[config.mk]
export PLATFORM = sky130hd
export DESIGN_NAME = ctrl_reg_decode_flat
export DESIGN_NICKNAME = d
export VERILOG_FILES = /design/src/common/ctrl_frame_pkg.sv /design/src/common/ctrl_frame_if.sv /design/src/ctrl_reg_decode.sv /design/src/flat_wrapper.sv
export SDC_FILE = /design/constraint.sdc
export NUM_CORES = 1
export LEC_CHECK = 0
export BUFFER_PORTS_ARGS = -buffer_cell sky130_fd_sc_hd__buf_4
export CORE_MARGIN = 1
export CORE_UTILIZATION = 40
export CTS_CLUSTER_SIZE = 25
export DETAILED_ROUTE_END_ITERATION = 8
export PLACE_DENSITY = 0.65
export SYNTH_ARGS = -nofsm -noshare
export SYNTH_HDL_FRONTEND = slang
export SYNTH_SLANG_ARGS = --single-unit
[constraint.sdc]
create_clock -name sys_clk -period 1.85 [get_ports sys_clk]
set_clock_uncertainty 0.2 [all_clocks]
set_input_delay 0.185 -clock sys_clk [delete_from_list [all_inputs] [get_ports sys_clk]]
set_output_delay 0.185 -clock sys_clk [all_outputs]
set_load 0.01 [all_outputs]
[src/common/ctrl_frame_pkg.sv]
// Package: frame layout, select codes, main control field positions and timing
package ctrl_frame_pkg;
   localparam int FRAME_W = 24;
   localparam int RW_BIT = 23;
   localparam int DEV_HI = 22;
   localparam int DEV_LO = 21;
   localparam int GRP_HI = 20;
   localparam int GRP_LO = 18;
   localparam int CHAN_HI = 17;
   localparam int CHAN_LO = 16;
   localparam int SEL_HI = 15;
   localparam int SEL_LO = 13;
   localparam int DATA_HI = 12;
   localparam logic [2:0] GRP_CONTROL = 3'h7;
   localparam logic [2:0] SEL_SLEW = 3'h0;
   localparam logic [2:0] SEL_MAIN = 3'h1;
   localparam logic [2:0] SEL_DAC_CTRL = 3'h2;
   localparam logic [2:0] SEL_CONVERTER = 3'h3;
   localparam logic [2:0] SEL_SOFTWARE = 3'h4;
   // Main control data field positions
   localparam int MC_POLARITY = 12;
   localparam int MC_STATUS_RB = 11;
   localparam int MC_WD_EN = 10;
   localparam int MC_WD_HI = 9;
   localparam int MC_WD_LO = 8;
   localparam int MC_SHORT_LIM = 6;
   localparam int MC_OUT_ALL = 5;
   localparam int MC_CONV_ALL = 4;
   localparam logic [12:0] MC_WMASK = 13'h1F70;
   localparam logic [12:0] MC_RESET = 13'h0000;
   // Per-channel DAC control bits that feed the effective enables
   localparam int DAC_OUT_EN = 5;
   localparam int DAC_CONV_PWR = 4;
   // Watchdog periods in ms per code
   localparam int WD_MS_0 = 5;
   localparam int WD_MS_1 = 10;
   localparam int WD_MS_2 = 100;
   localparam int WD_MS_3 = 200;
   localparam int SYS_CLK_HZ = 40_000_000;
   localparam int CYC_PER_MS = SYS_CLK_HZ / 1000;
   // Host register map (AXI4-Lite byte offsets)
   localparam logic [3:0] A_FRAME = 4'h0;
   localparam logic [3:0] A_STATUS = 4'h4;
   localparam logic [3:0] A_IRQ_STAT = 4'h8;
   localparam logic [3:0] A_IRQ_MASK = 4'hC;
   localparam int IRQ_DONE = 0;
   localparam int IRQ_SEQ_ERR = 1;
endpackage

[src/common/ctrl_frame_if.sv]
// Interface: one-word frame strobe between host controller and device
`timescale 1ns/1ps
interface ctrl_frame_if;
   logic frame_valid;
   logic [23:0] frame;
   logic frame_ready;
   logic [12:0] status_word;
   logic status_valid;
   modport dev (input frame_valid, input frame, output frame_ready,
      output status_word, output status_valid);
   modport host (output frame_valid, output frame, input frame_ready,
      input status_word, input status_valid);
endinterface

[src/ctrl_reg_decode.sv]
// Device end: control-space frame decode and main control register
`timescale 1ns/1ps

module ctrl_reg_decode #(
   parameter int CHANNELS = 4,
   parameter logic [1:0] DEV_ADDR = 2'h0
) (
   input wire logic sys_clk, // 40 MHz clock
   input wire logic nrst, // Async reset, active low
   ctrl_frame_if.dev link, // Frame port from host
   input wire logic poc_pin, // Power-on-condition pin, async
   output logic [CHANNELS-1:0] chan_idle_level, // Level for disabled outputs
   output logic [CHANNELS-1:0] chan_out_en, // Effective output enable
   output logic [CHANNELS-1:0] chan_conv_pwr, // Effective converter power
   output logic [12:0] main_ctrl, // Main control register contents
   output logic status_rb_en, // Status readback during write
   output logic watchdog_en, // Watchdog timer enable
   output logic [31:0] watchdog_cycles, // Selected timeout in clocks
   output logic short_limit_8ma, // 1 selects 8 mA limit
   output logic [12:0] slew_r [CHANNELS], // Slew registers, raw
   output logic [12:0] dac_ctrl_r [CHANNELS], // DAC control, raw
   output logic [12:0] converter_r, // Converter control, raw
   output logic [12:0] software_r // Software register, raw
);
   import ctrl_frame_pkg::*;

   // Channel address is two bits wide, so only four channels can be served
   if (CHANNELS != 4) begin : g_chan_check
      $error("CHANNELS must be 4");
   end

   logic [12:0] main_control_r;
   logic poc_meta_r;
   logic poc_sync_r;
   logic hit;
   logic wr_ok;
   logic [2:0] sel;
   logic [1:0] chan;
   logic [12:0] wdata;

   // Decode fields of the frame
   assign sel = link.frame[SEL_HI:SEL_LO];
   assign chan = link.frame[CHAN_HI:CHAN_LO];
   assign wdata = link.frame[DATA_HI:0];
   // Write access to control space of this device
   assign hit = link.frame_valid && !link.frame[RW_BIT]
      && link.frame[DEV_HI:DEV_LO] == DEV_ADDR
      && link.frame[GRP_HI:GRP_LO] == GRP_CONTROL;
   // Codes 5 to 7 name no register, so such frames write nothing
   assign wr_ok = hit && sel <= SEL_SOFTWARE;
   // Always ready: decode is single-cycle
   assign link.frame_ready = 1'b1;

   // Main control register; don't-care bits never stored
   always_ff @(posedge sys_clk or negedge nrst) begin
      if (!nrst) begin
         main_control_r <= MC_RESET;
      end else if (wr_ok && sel == SEL_MAIN) begin
         main_control_r <= wdata & MC_WMASK;
      end
   end

   // Slew registers, one per channel, picked by the channel address
   always_ff @(posedge sys_clk or negedge nrst) begin
      if (!nrst) begin
         for (int i = 0; i < CHANNELS; i++) begin
            slew_r[i] <= 13'h0000;
         end
      end else if (wr_ok && sel == SEL_SLEW) begin
         slew_r[chan] <= wdata;
      end
   end

   // DAC control registers; only the addressed channel changes
   always_ff @(posedge sys_clk or negedge nrst) begin
      if (!nrst) begin
         for (int i = 0; i < CHANNELS; i++) begin
            dac_ctrl_r[i] <= 13'h0000;
         end
      end else if (wr_ok && sel == SEL_DAC_CTRL) begin
         dac_ctrl_r[chan] <= wdata;
      end
   end

   // Converter register, one copy shared by all channels
   always_ff @(posedge sys_clk or negedge nrst) begin
      if (!nrst) begin
         converter_r <= 13'h0000;
      end else if (wr_ok && sel == SEL_CONVERTER) begin
         converter_r <= wdata;
      end
   end

   // Software register, stored raw; its fields are decoded elsewhere
   always_ff @(posedge sys_clk or negedge nrst) begin
      if (!nrst) begin
         software_r <= 13'h0000;
      end else if (wr_ok && sel == SEL_SOFTWARE) begin
         software_r <= wdata;
      end
   end

   // Readback strobe, one cycle after each frame while enabled
   always_ff @(posedge sys_clk or negedge nrst) begin
      if (!nrst) begin
         link.status_valid <= 1'b0;
      end else begin
         link.status_valid <= link.frame_valid && main_control_r[MC_STATUS_RB];
      end
   end

   // Readback word: contents before this frame's write land
   always_ff @(posedge sys_clk or negedge nrst) begin
      if (!nrst) begin
         link.status_word <= 13'h0000;
      end else begin
         link.status_word <= main_control_r;
      end
   end

   // Pin synchroniser
   always_ff @(posedge sys_clk or negedge nrst) begin
      if (!nrst) begin
         poc_meta_r <= 1'b0;
         poc_sync_r <= 1'b0;
      end else begin
         poc_meta_r <= poc_pin;
         poc_sync_r <= poc_meta_r;
      end
   end

   // Idle level per channel; XOR gives pin level at 0, inverse at 1
   always_ff @(posedge sys_clk or negedge nrst) begin
      if (!nrst) begin
         chan_idle_level <= '0;
      end else begin
         for (int i = 0; i < CHANNELS; i++) begin
            chan_idle_level[i] <= poc_sync_r ^ main_control_r[MC_POLARITY];
         end
      end
   end

   // Output enable: the all-channel bit overrides each channel's own bit
   always_ff @(posedge sys_clk or negedge nrst) begin
      if (!nrst) begin
         chan_out_en <= '0;
      end else begin
         for (int i = 0; i < CHANNELS; i++) begin
            chan_out_en[i] <= main_control_r[MC_OUT_ALL] | dac_ctrl_r[i][DAC_OUT_EN];
         end
      end
   end

   // Converter power; clearing the all bit leaves per-channel power alone
   always_ff @(posedge sys_clk or negedge nrst) begin
      if (!nrst) begin
         chan_conv_pwr <= '0;
      end else begin
         for (int i = 0; i < CHANNELS; i++) begin
            chan_conv_pwr[i] <= main_control_r[MC_CONV_ALL] | dac_ctrl_r[i][DAC_CONV_PWR];
         end
      end
   end

   // Field views
   assign main_ctrl = main_control_r;
   assign status_rb_en = main_control_r[MC_STATUS_RB];
   assign watchdog_en = main_control_r[MC_WD_EN];
   assign short_limit_8ma = main_control_r[MC_SHORT_LIM];

   // Timeout in clocks from period code
   always_comb begin
      unique case (main_control_r[MC_WD_HI:MC_WD_LO])
         2'h0: watchdog_cycles = 32'(WD_MS_0 * CYC_PER_MS);
         2'h1: watchdog_cycles = 32'(WD_MS_1 * CYC_PER_MS);
         2'h2: watchdog_cycles = 32'(WD_MS_2 * CYC_PER_MS);
         2'h3: watchdog_cycles = 32'(WD_MS_3 * CYC_PER_MS);
      endcase
   end
endmodule

[src/flat_wrapper.sv]
// flat-port wrapper written by rule: the top's interface ports become plain ports
module ctrl_reg_decode_flat import ctrl_frame_pkg::*;
#(
   parameter int CHANNELS = 4,
   parameter logic [1:0] DEV_ADDR = 2'h0
)
  (sys_clk, nrst, poc_pin, chan_idle_level, chan_out_en, chan_conv_pwr, main_ctrl, status_rb_en, watchdog_en, watchdog_cycles, short_limit_8ma, slew_r, dac_ctrl_r, converter_r, software_r, link_frame_valid, link_frame, link_frame_ready, link_status_word, link_status_valid);
  ctrl_frame_if link_i ();
  input wire logic sys_clk;
  input wire logic nrst;
  input wire logic poc_pin;
  output logic [CHANNELS-1:0] chan_idle_level;
  output logic [CHANNELS-1:0] chan_out_en;
  output logic [CHANNELS-1:0] chan_conv_pwr;
  output logic [12:0] main_ctrl;
  output logic status_rb_en;
  output logic watchdog_en;
  output logic [31:0] watchdog_cycles;
  output logic short_limit_8ma;
  output logic [12:0] slew_r[CHANNELS];
  output logic [12:0] dac_ctrl_r[CHANNELS];
  output logic [12:0] converter_r;
  output logic [12:0] software_r;
  input wire logic [$bits(link_i.frame_valid)-1:0] link_frame_valid;
  input wire logic [$bits(link_i.frame)-1:0] link_frame;
  output wire logic [$bits(link_i.frame_ready)-1:0] link_frame_ready;
  output wire logic [$bits(link_i.status_word)-1:0] link_status_word;
  output wire logic [$bits(link_i.status_valid)-1:0] link_status_valid;
  assign link_i.frame_valid = link_frame_valid;
  assign link_i.frame = link_frame;
  assign link_frame_ready = link_i.frame_ready;
  assign link_status_word = link_i.status_word;
  assign link_status_valid = link_i.status_valid;
  ctrl_reg_decode #(.CHANNELS(CHANNELS), .DEV_ADDR(DEV_ADDR)) u_core (.sys_clk(sys_clk), .nrst(nrst), .link(link_i), .poc_pin(poc_pin), .chan_idle_level(chan_idle_level), .chan_out_en(chan_out_en), .chan_conv_pwr(chan_conv_pwr), .main_ctrl(main_ctrl), .status_rb_en(status_rb_en), .watchdog_en(watchdog_en), .watchdog_cycles(watchdog_cycles), .short_limit_8ma(short_limit_8ma), .slew_r(slew_r), .dac_ctrl_r(dac_ctrl_r), .converter_r(converter_r), .software_r(software_r));
endmodule
After elaboration in Yosys (flattened, before gate mapping)
Index checks and enable logic that the tools add are counted.
- reduce and logical (&&, ||, !) cells: 15
- add/sub/neg operators: 0
- divide/modulo/power cells: 0
- multiply operators: 0
- muxes and demuxes: 5
- shift-type cells: 0
- magnitude comparators: 3
- bitwise logic cells: 10
- equality and inequality tests: 8
- operators with widths (operator ; count):
    32-bit one-hot mux with 4 select lines ; 1
    52-bit bitwise mux ; 2
    13-bit demux with 2-bit select ; 1
    13-bit two-way mux ; 1
    1-bit logical AND ; 11
    1-bit OR ; 8
    3-bit by 2-bit equality test with 1-bit output, second input constant ; 2
    3-bit equality test, second input constant ; 2
    2-bit equality test, second input constant ; 2
    2-bit zero test ; 2
    3-bit by 1-bit equality test with 1-bit output, second input constant ; 1
    3-bit greater-or-equal comparator, second input constant ; 1
    3-bit less-or-equal comparator, second input constant ; 1
    3-bit zero test ; 1
    3-bit by 1-bit less-than comparator with 1-bit output, second input constant ; 1
    2-bit NOT with 3-bit output ; 1
    2-bit by 1-bit equality test with 1-bit output, second input constant ; 1
    1-bit zero test ; 1
    1-bit XOR ; 1
- flip-flop bits (word level): 158
- output and inout port bits: 205
- memories kept: 0
- word-level logic and storage cells: 59
- input bits: 28
- bits in read-only memories: 0
- memory bits (writable): 0
- latch bits: 0

Longest topological paths before layout
Gate-level depths: netlist of the first run.
- word-level depth: 6
- gate-level depth with buffers: 5
- depth with buffers taken out: 4

Worst setup path before layout of the first run
No wires, ideal clock.
- path kind: input to register
- start point: input port link_frame[23]
- end point: register u_core.dac_ctrl_r[28] (netlist name)
- setup time: 0.125 ns
- required time: 1.525 ns
- cell stages on the path: 4
- buffers on the path: 1
- slack: -0.046 ns
- data arrival time: 1.571 ns
- cell sequence: or4b_4 > nor4_4 > buf_6 > mux2_2
- word-level cells in the longest chain between the ends: 6
- RTL lines (what ; RTL line ; source):
    from (decl) ; flat_wrapper.sv:25 ; input wire logic [$bits(link_i.frame)-1:0] link_frame;
    1-bit zero test ; ctrl_reg_decode.sv:46 ; assign hit = link.frame_valid && !link.frame[RW_BIT]
    1-bit logical AND ; ctrl_reg_decode.sv:46 ;
    1-bit logical AND ; ctrl_reg_decode.sv:47 ; && link.frame[DEV_HI:DEV_LO] == DEV_ADDR
    1-bit logical AND ; ctrl_reg_decode.sv:48 ; && link.frame[GRP_HI:GRP_LO] == GRP_CONTROL;
    1-bit logical AND ; ctrl_reg_decode.sv:50 ; assign wr_ok = hit && sel <= SEL_SOFTWARE;
    1-bit logical AND ; ctrl_reg_decode.sv:80 ; end else if (wr_ok && sel == SEL_DAC_CTRL) begin
    to (signal, indexed assignment) ; ctrl_reg_decode.sv:81 ; dac_ctrl_r[chan] <= wdata;
    to (decl) ; ctrl_reg_decode.sv:21 ; output logic [12:0] dac_ctrl_r [CHANNELS],
No other way between the ends.
A chain may end at the register's enable or synchronous reset.

Worst setup path in the final report of the first run
- start point: register u_core.main_control_r[9], in the netlist u_core.main_ctrl[9]
- end point: output port watchdog_cycles[16]
- word-level cells in the longest chain between the ends: 2
- elaborated cells on any way between the ends: 5
- classes of those cells: 3 x eq/ne; 1 x mux; 1 x reduce/logical
- RTL lines (what ; RTL line ; source):
    from (decl) ; ctrl_reg_decode.sv:32 ; logic [12:0] main_control_r;
    from (signal assigned) ; ctrl_reg_decode.sv:59 ; main_control_r <= wdata & MC_WMASK;
    2-bit equality test, or another cell as far along ; ctrl_reg_decode.sv:173 ; unique case (main_control_r[MC_WD_HI:MC_WD_LO])
    32-bit one-hot mux with 4 select lines * ; ctrl_reg_decode.sv:173 ;
    to (decl) ; flat_wrapper.sv:18 ; output logic [31:0] watchdog_cycles;
Every way passes the cells marked *; elsewhere a longest branch is shown, timed or not. The select of a mux whose other input is x is not followed.

==> results.cfg, run 1 <==
[floorplanning]
rows = 45
die_h_um = 128.2
die_x_um = 128.2
initial_core_util_pct = 41.42
core_um2 = 15370
die_area_um2 = 16430
io_pins = 233

[yosys]
synth-seq-area-share_pct = 62.09
postSynthCellCount = 414
synth_top_area_cell = dfrtp_1
synth_area_leaders = dfrtp_1 62%, mux2_2 24%, buf_4 4.8%
syn-cell-area_um2 = 6367
synth_edf_count = 0
avgSynthCellArea_um2 = 15.38
synthArstFlopShare_pct = 100.0
synth-seq-cells = 158
ys.warnings.count = 0
yosysTopAreaCellShare_pct = 62.09
yosysMostFrequentCell = dfrtp_1
netlist_top_cells_count = 158 x dfrtp_1, 137 x mux2_2, 41 x buf_4
synth_cell_types = 29
ys.flop_type = dfrtp_1

[global_route]
gr-total-overflow = 0
grt_antenna_before_repair = 0
grt_max_degree = 47
grt_usage_pct = 20.05
grt_pass1_wl_mm = 24.01
grt_pass1_vias = 4322

[drt]
drc = 0
vias_per_cell = 4.682
highest_layer = met4
wl_met2_mm = 8.277
avgRoutedWirePerCell_um = 18.02
dr.pass1.iters = 4
num_vias = 4101
ant_nets = 0
dr.first_iter.drc_count = 66
route.layer.met1.wl_mm = 6.204
wl_met3_um = 927
drt_wl_total_mm = 15.78

[sta]
max_freq_mhz = 540.7
fin_ws_ns = 0.0006262
hold_violations = 0
slew_violations = 0
finalSetupViolCount = 0
grt_setup_unrepaired = yes
period_needed_ns = 1.849
period_share_pct = 99.97
worstMarginPinSlew_ns = 0.5201
holdWs_ns = 0.09672
slew-limit-headroom_pct = 64.84

[setup_path]
crit_type = reg2out
critPathArrivalTime_ns = 1.46
worstSetupStartpoint = u_core.main_ctrl[9]$_DFFE_PN0P_
crit_chain = inv_2, ha_4, or2_4, buf_6
critPathSlowestCell = dfrtp_2
critPathMaxFanout = 5
cp.required_ns = 1.46
cp-start-kind = register
slowest_delay_ns = 0.41
r2r_slack_ns = 0.60
regToRegStartpoint = u_core.main_ctrl[8]$_DFFE_PN0P_
cp-end-kind = output pin

[power]
p_per_area_nw_per_um2 = 822.1
power.total_uw = 7372
irDropWorstVdd_uv = 662.6
p_leak_uw = 0.004911

[min_path]
hold_class = in2async

[placed_design]
finalWeightedCongestion = 0.8104
port_buffers = 203
place_ws_ns = -0.2024
dp_hpwl_mm = 11.42
dp.cells = 822

[cells_and_area]
drive_above_1_share_pct = 64.66
stdcell_count = 876
area_growth_pct = 40.83
n_antenna_cell = 0
fin_nets = 686

[clocking]
htree_num_levels = 4
cts_sinks = 158
cts-root-buf = clkbuf_16
numCtsBuffers = 17
cts_tree = built
clk_pin_slew_ns = 0.05
clockBufferDepth = 2
worst_skew_pair.late_latency_ns = 0.41

[outcome]
status = completed

[job]
cap_violations = 0
==> registers in the layout, summed over array words and instances, names as in the netlist <==
| signal | cells |
|---|---|
| u_core.link.status_word | 8 |
| u_core.converter_r | 13 |
| u_core.software_r | 13 |
| u_core.chan_conv_pwr | 4 |
| u_core.dac_ctrl_r | 52 |
| u_core.slew_r | 52 |
| u_core.poc_sync_r | 1 |
| u_core.main_ctrl | 8 |
| u_core.chan_out_en | 4 |
| u_core.link.status_valid | 1 |
| u_core.chan_idle_level | 1 |
| u_core.poc_meta_r | 1 |
==> report_power, final <==
group          internal (µW)  total (µW)  leakage [µW]  switching [µW]
clock network           2080        3350      0.000285            1270
logic                    220         482       0.00243             262
registers               3510        3540       0.00219            30.8
total                   5810        7370       0.00491            1560
==> stage by stage <==
step                      util (%)  cell area (µm²)  setup TNS (ns)
final                        58.34             8967               0
after global routing         58.34             8967         -0.3251
after CTS                    58.18             8944         -0.1876
after detailed placement     52.94             8138          -15.38
after global placement       52.94             8138          -10.59
after floorplan                  -             6469         -0.8466
==> logic make-up (layout without fill, tap and decap cells) <==
family | after synthesis | in the layout | synth area share [%]
adder cells (fa/ha/maj) | 6 | 6 | 1.179
multiplexers | 138 | 138 | 24.41
flip-flops | 158 | 158 | 62.09
buffers and inverters | 68 | 292 | 6.799
other | 2 | 29 | 0.1179
AND/OR/NAND/NOR | 41 | 41 | 5.266
XOR/XNOR | 1 | 1 | 0.1376
==> metal layers <==
| metal | global-route usage (%) | vias to the layer above |
|---|---|---|
| li1 | - | 1843 |
| met2 | 35.93 | 158 |
| met3 | 5.217 | 26 |
| met4 | 8.720 | 0 |
| met1 | 22.45 | 2074 |
| met5 | 0 | - |
==> critical path, delay by kind of cell, from the launching register on <==
kind	cells	cell delay, ns
flip-flops	1	0.41
AND/OR/NAND/NOR	1	0.26
buffers and inverters	2	0.20
adder cells (fa/ha/maj)	1	0.18
==> path summary, 6_finish.rpt <==
path,to,cells past startpoint
max in group asynchronous,u_core.dac_ctrl_r[3]$_DFFE_PN0P_,3
min in group sys_clk,u_core.slew_r[34]$_DFFE_PN0P_,5
max,watchdog_cycles[16],4
max reg2reg,u_core.main_ctrl[8]$_DFFE_PN0P_,3
min,u_core.software_r[2]$_DFFE_PN0P_,2
min reg2reg,u_core.poc_sync_r$_DFF_PN0_,0
==> timing repair <==
action | CTS | global route
endpoints found under the hold margin | 298 | 0
pin swaps | 2 | 0
gates resized for setup | 12 | 5
endpoints found under the setup margin | 10 | 8
hold buffers | 16 | 0
buffers inserted | 6 | 0
==> cell usage in the layout (no fill, tap or decap), drive strengths merged, types with 2 or more instances in the layout <==
cell type / synthesis / routed
ha: 6 / 6
and2: 3 / 3
mux2: 138 / 138
clkbuf: 14 / 25
bufinv: 0 / 2
nand4: 6 / 6
inv: 4 / 4
dfrtp: 158 / 158
clkinv: 0 / 5
buf: 50 / 240
nor4b: 2 / 2
nor2b: 2 / 2
conb: 2 / 29
dlygate4sd3: 0 / 16
nor4: 6 / 6
nand3b: 2 / 2
nor2: 2 / 2
or2: 10 / 10
==> final cells by class <==
type / count / area (µm²)
clock buffers: 25 / 485.5
clock inverters: 7 / 85.08
fillers: 1270 / 6404
inverters: 4 / 15.01
multi-input cells: 215 / 2122
flip-flops and latches: 158 / 3956
well taps: 211 / 264.0
repair buffers: 256 / 2039
(Power assumes the default switching activity.)
==> run 2: changes to the inputs <==
CORE_UTILIZATION = 49   (was 40)
PLACE_DENSITY = 0.77   (was 0.65)
==> run 2 against run 1 <==
Compared with the run above:
- the flow now finishes with violations (negative setup slack)
- clock power up 2%
- clock-buffer cell count down 4
- sequential share of layout area up 0.42 points
- critical path type unchanged
==> results.cfg, run 2 (synthesis results as in run 1) <==
[floorplanning]
die_area_um2 = 13450
io_pins = 233
die_x_um = 116.0
initial_core_util_pct = 50.46
rows = 41
die_h_um = 116.0
core_um2 = 12620

[placed_design]
dpl-instance-area_um2 = 8041
place_ws_ns = -0.2026
dp_hpwl_mm = 10.64
dp.cells = 775
finalWeightedCongestion = 0.8704
port_buffers = 203

[power]
irDropWorstVdd_uv = 585.0
p_per_area_nw_per_um2 = 836.4
power.total_uw = 7430
p_leak_uw = 0.004867

[setup_path]
crit_chain = ha_2, or2_4, buf_4
critPathArrivalTime_ns = 1.47
cp-start-kind = register
slowest_delay_ns = 0.45
critPathMaxFanout = 5
r2r_cells = 3
cp-end-kind = output pin
crit_type = reg2out
critPathBufInv = 1
crit_cells = 3
path_delay_family = flip-flops
cp.required_ns = 1.46
critPathSlowestCell = dfrtp_2

[global_route]
grt_pass1_vias = 4302
grt_max_degree = 45
grt_usage_pct = 24.27
gr-total-overflow = 0
grt_pass1_wl_mm = 23.45
grt_antenna_before_repair = 0

[clocking]
cts_tree = built
numCtsBuffers = 17
worst_skew_pair.late_latency_ns = 0.42
clk_pin_slew_ns = 0.06
cts_sinks = 158
htree_num_levels = 4
clockBufferDepth = 2
cts-root-buf = clkbuf_16

[sta]
grt_setup_unrepaired = yes
slew_violations = 0
period_share_pct = 100.2
finalSetupViolCount = 3
period_needed_ns = 1.854
fin_ws_ns = -0.004135
max_freq_mhz = 539.3
hold_violations = 0
holdWs_ns = 0.05972

[cells_and_area]
design_area_um2 = 8884
stdcell_count = 829
drive_above_1_share_pct = 64.69
largestRegisters = u_core.dac_ctrl_r (52), u_core.slew_r (52)
final_common_cell = buf_4
area_growth_pct = 39.52
layout_common_cells = 222 x buf_4, 156 x dfrtp_1, 137 x mux2_2
fin_nets = 678
nFillCells = 884
n_antenna_cell = 0

[outcome]
violations = negative setup slack
status = finished, violations left

[drt]
vias_per_cell = 4.940
drc = 0
dr.first_iter.drc_count = 106
ant_nets = 0
num_vias = 4095
dr.pass1.iters = 4
avgRoutedWirePerCell_um = 18.70
drt_wl_total_mm = 15.51

[job]
cap_violations = 0

[min_path]
hold_class = in2async
-- run 2: cell types whose count changed in the layout (fill, tap and decap cells not counted), sizes merged --
cell	previous run	this run
clkinvlp	0	4
buf	240	232
clkbuf	25	21
-- run 2: layer usage --
metal  track usage, %  up-vias  wire [µm]
li1                 -     1819          -
met1            26.23     2087       5924
met5                0        -          0
met2            43.81      164       8290
met4            10.60        0        350
met3            7.374       25        939
-- run 2: area by class of cell --
type | instances | area, µm² | area share, %
Inverter | 4 | 15.01 | 0.1690
Tap cell | 172 | 215.2 | 2.423
Timing Repair Buffer | 248 | 1992 | 22.42
Multi-Input combinational cell | 215 | 2120 | 23.86
Sequential cell | 158 | 3956 | 44.54
Clock buffer | 21 | 470.5 | 5.296
Clock inverter | 11 | 115.1 | 1.296
-- run 2: power by group --
part	switching (µW)	internal (µW)	total, µW
Sequential	30.9	3510	3540
Combinational	261	215	476
Clock	1330	2080	3410
Total	1630	5800	7430
-- run 2: what timing repair did --
action / in CTS / in global routing
endpoints found under the setup margin: 8 / 8
pin swaps: 1 / 0
hold endpoints to repair: 298 / 0
hold buffers: 16 / 0
gates resized for setup: 12 / 4
setup buffers: 5 / 1
-- run 2: worst paths after layout --
check / startpoint / slack, ns / endpoint
min reg2reg: u_core.poc_meta_r$_DFF_PN0_ / 0.17 / u_core.poc_sync_r$_DFF_PN0_
max in group asynchronous: nrst / 0.80 / u_core.main_ctrl[9]$_DFFE_PN0P_
min: nrst / 0.06 / u_core.slew_r[1]$_DFFE_PN0P_
min in group sys_clk: u_core.poc_meta_r$_DFF_PN0_ / 0.17 / u_core.poc_sync_r$_DFF_PN0_
max: u_core.main_ctrl[9]$_DFFE_PN0P_ / -0.004 / watchdog_cycles[21]
max reg2reg: u_core.main_ctrl[9]$_DFFE_PN0P_ / 0.56 / u_core.main_ctrl[9]$_DFFE_PN0P_
-- run 2: per-stage QoR --
stage	utilization [%]	TNS, ns
final	70.39	-0.009855
after global routing	70.39	-0.3701
after CTS	70.18	-0.03701
after floorplan	-	-0.8466
after detailed placement	63.72	-10.87
after global placement	63.72	-7.345
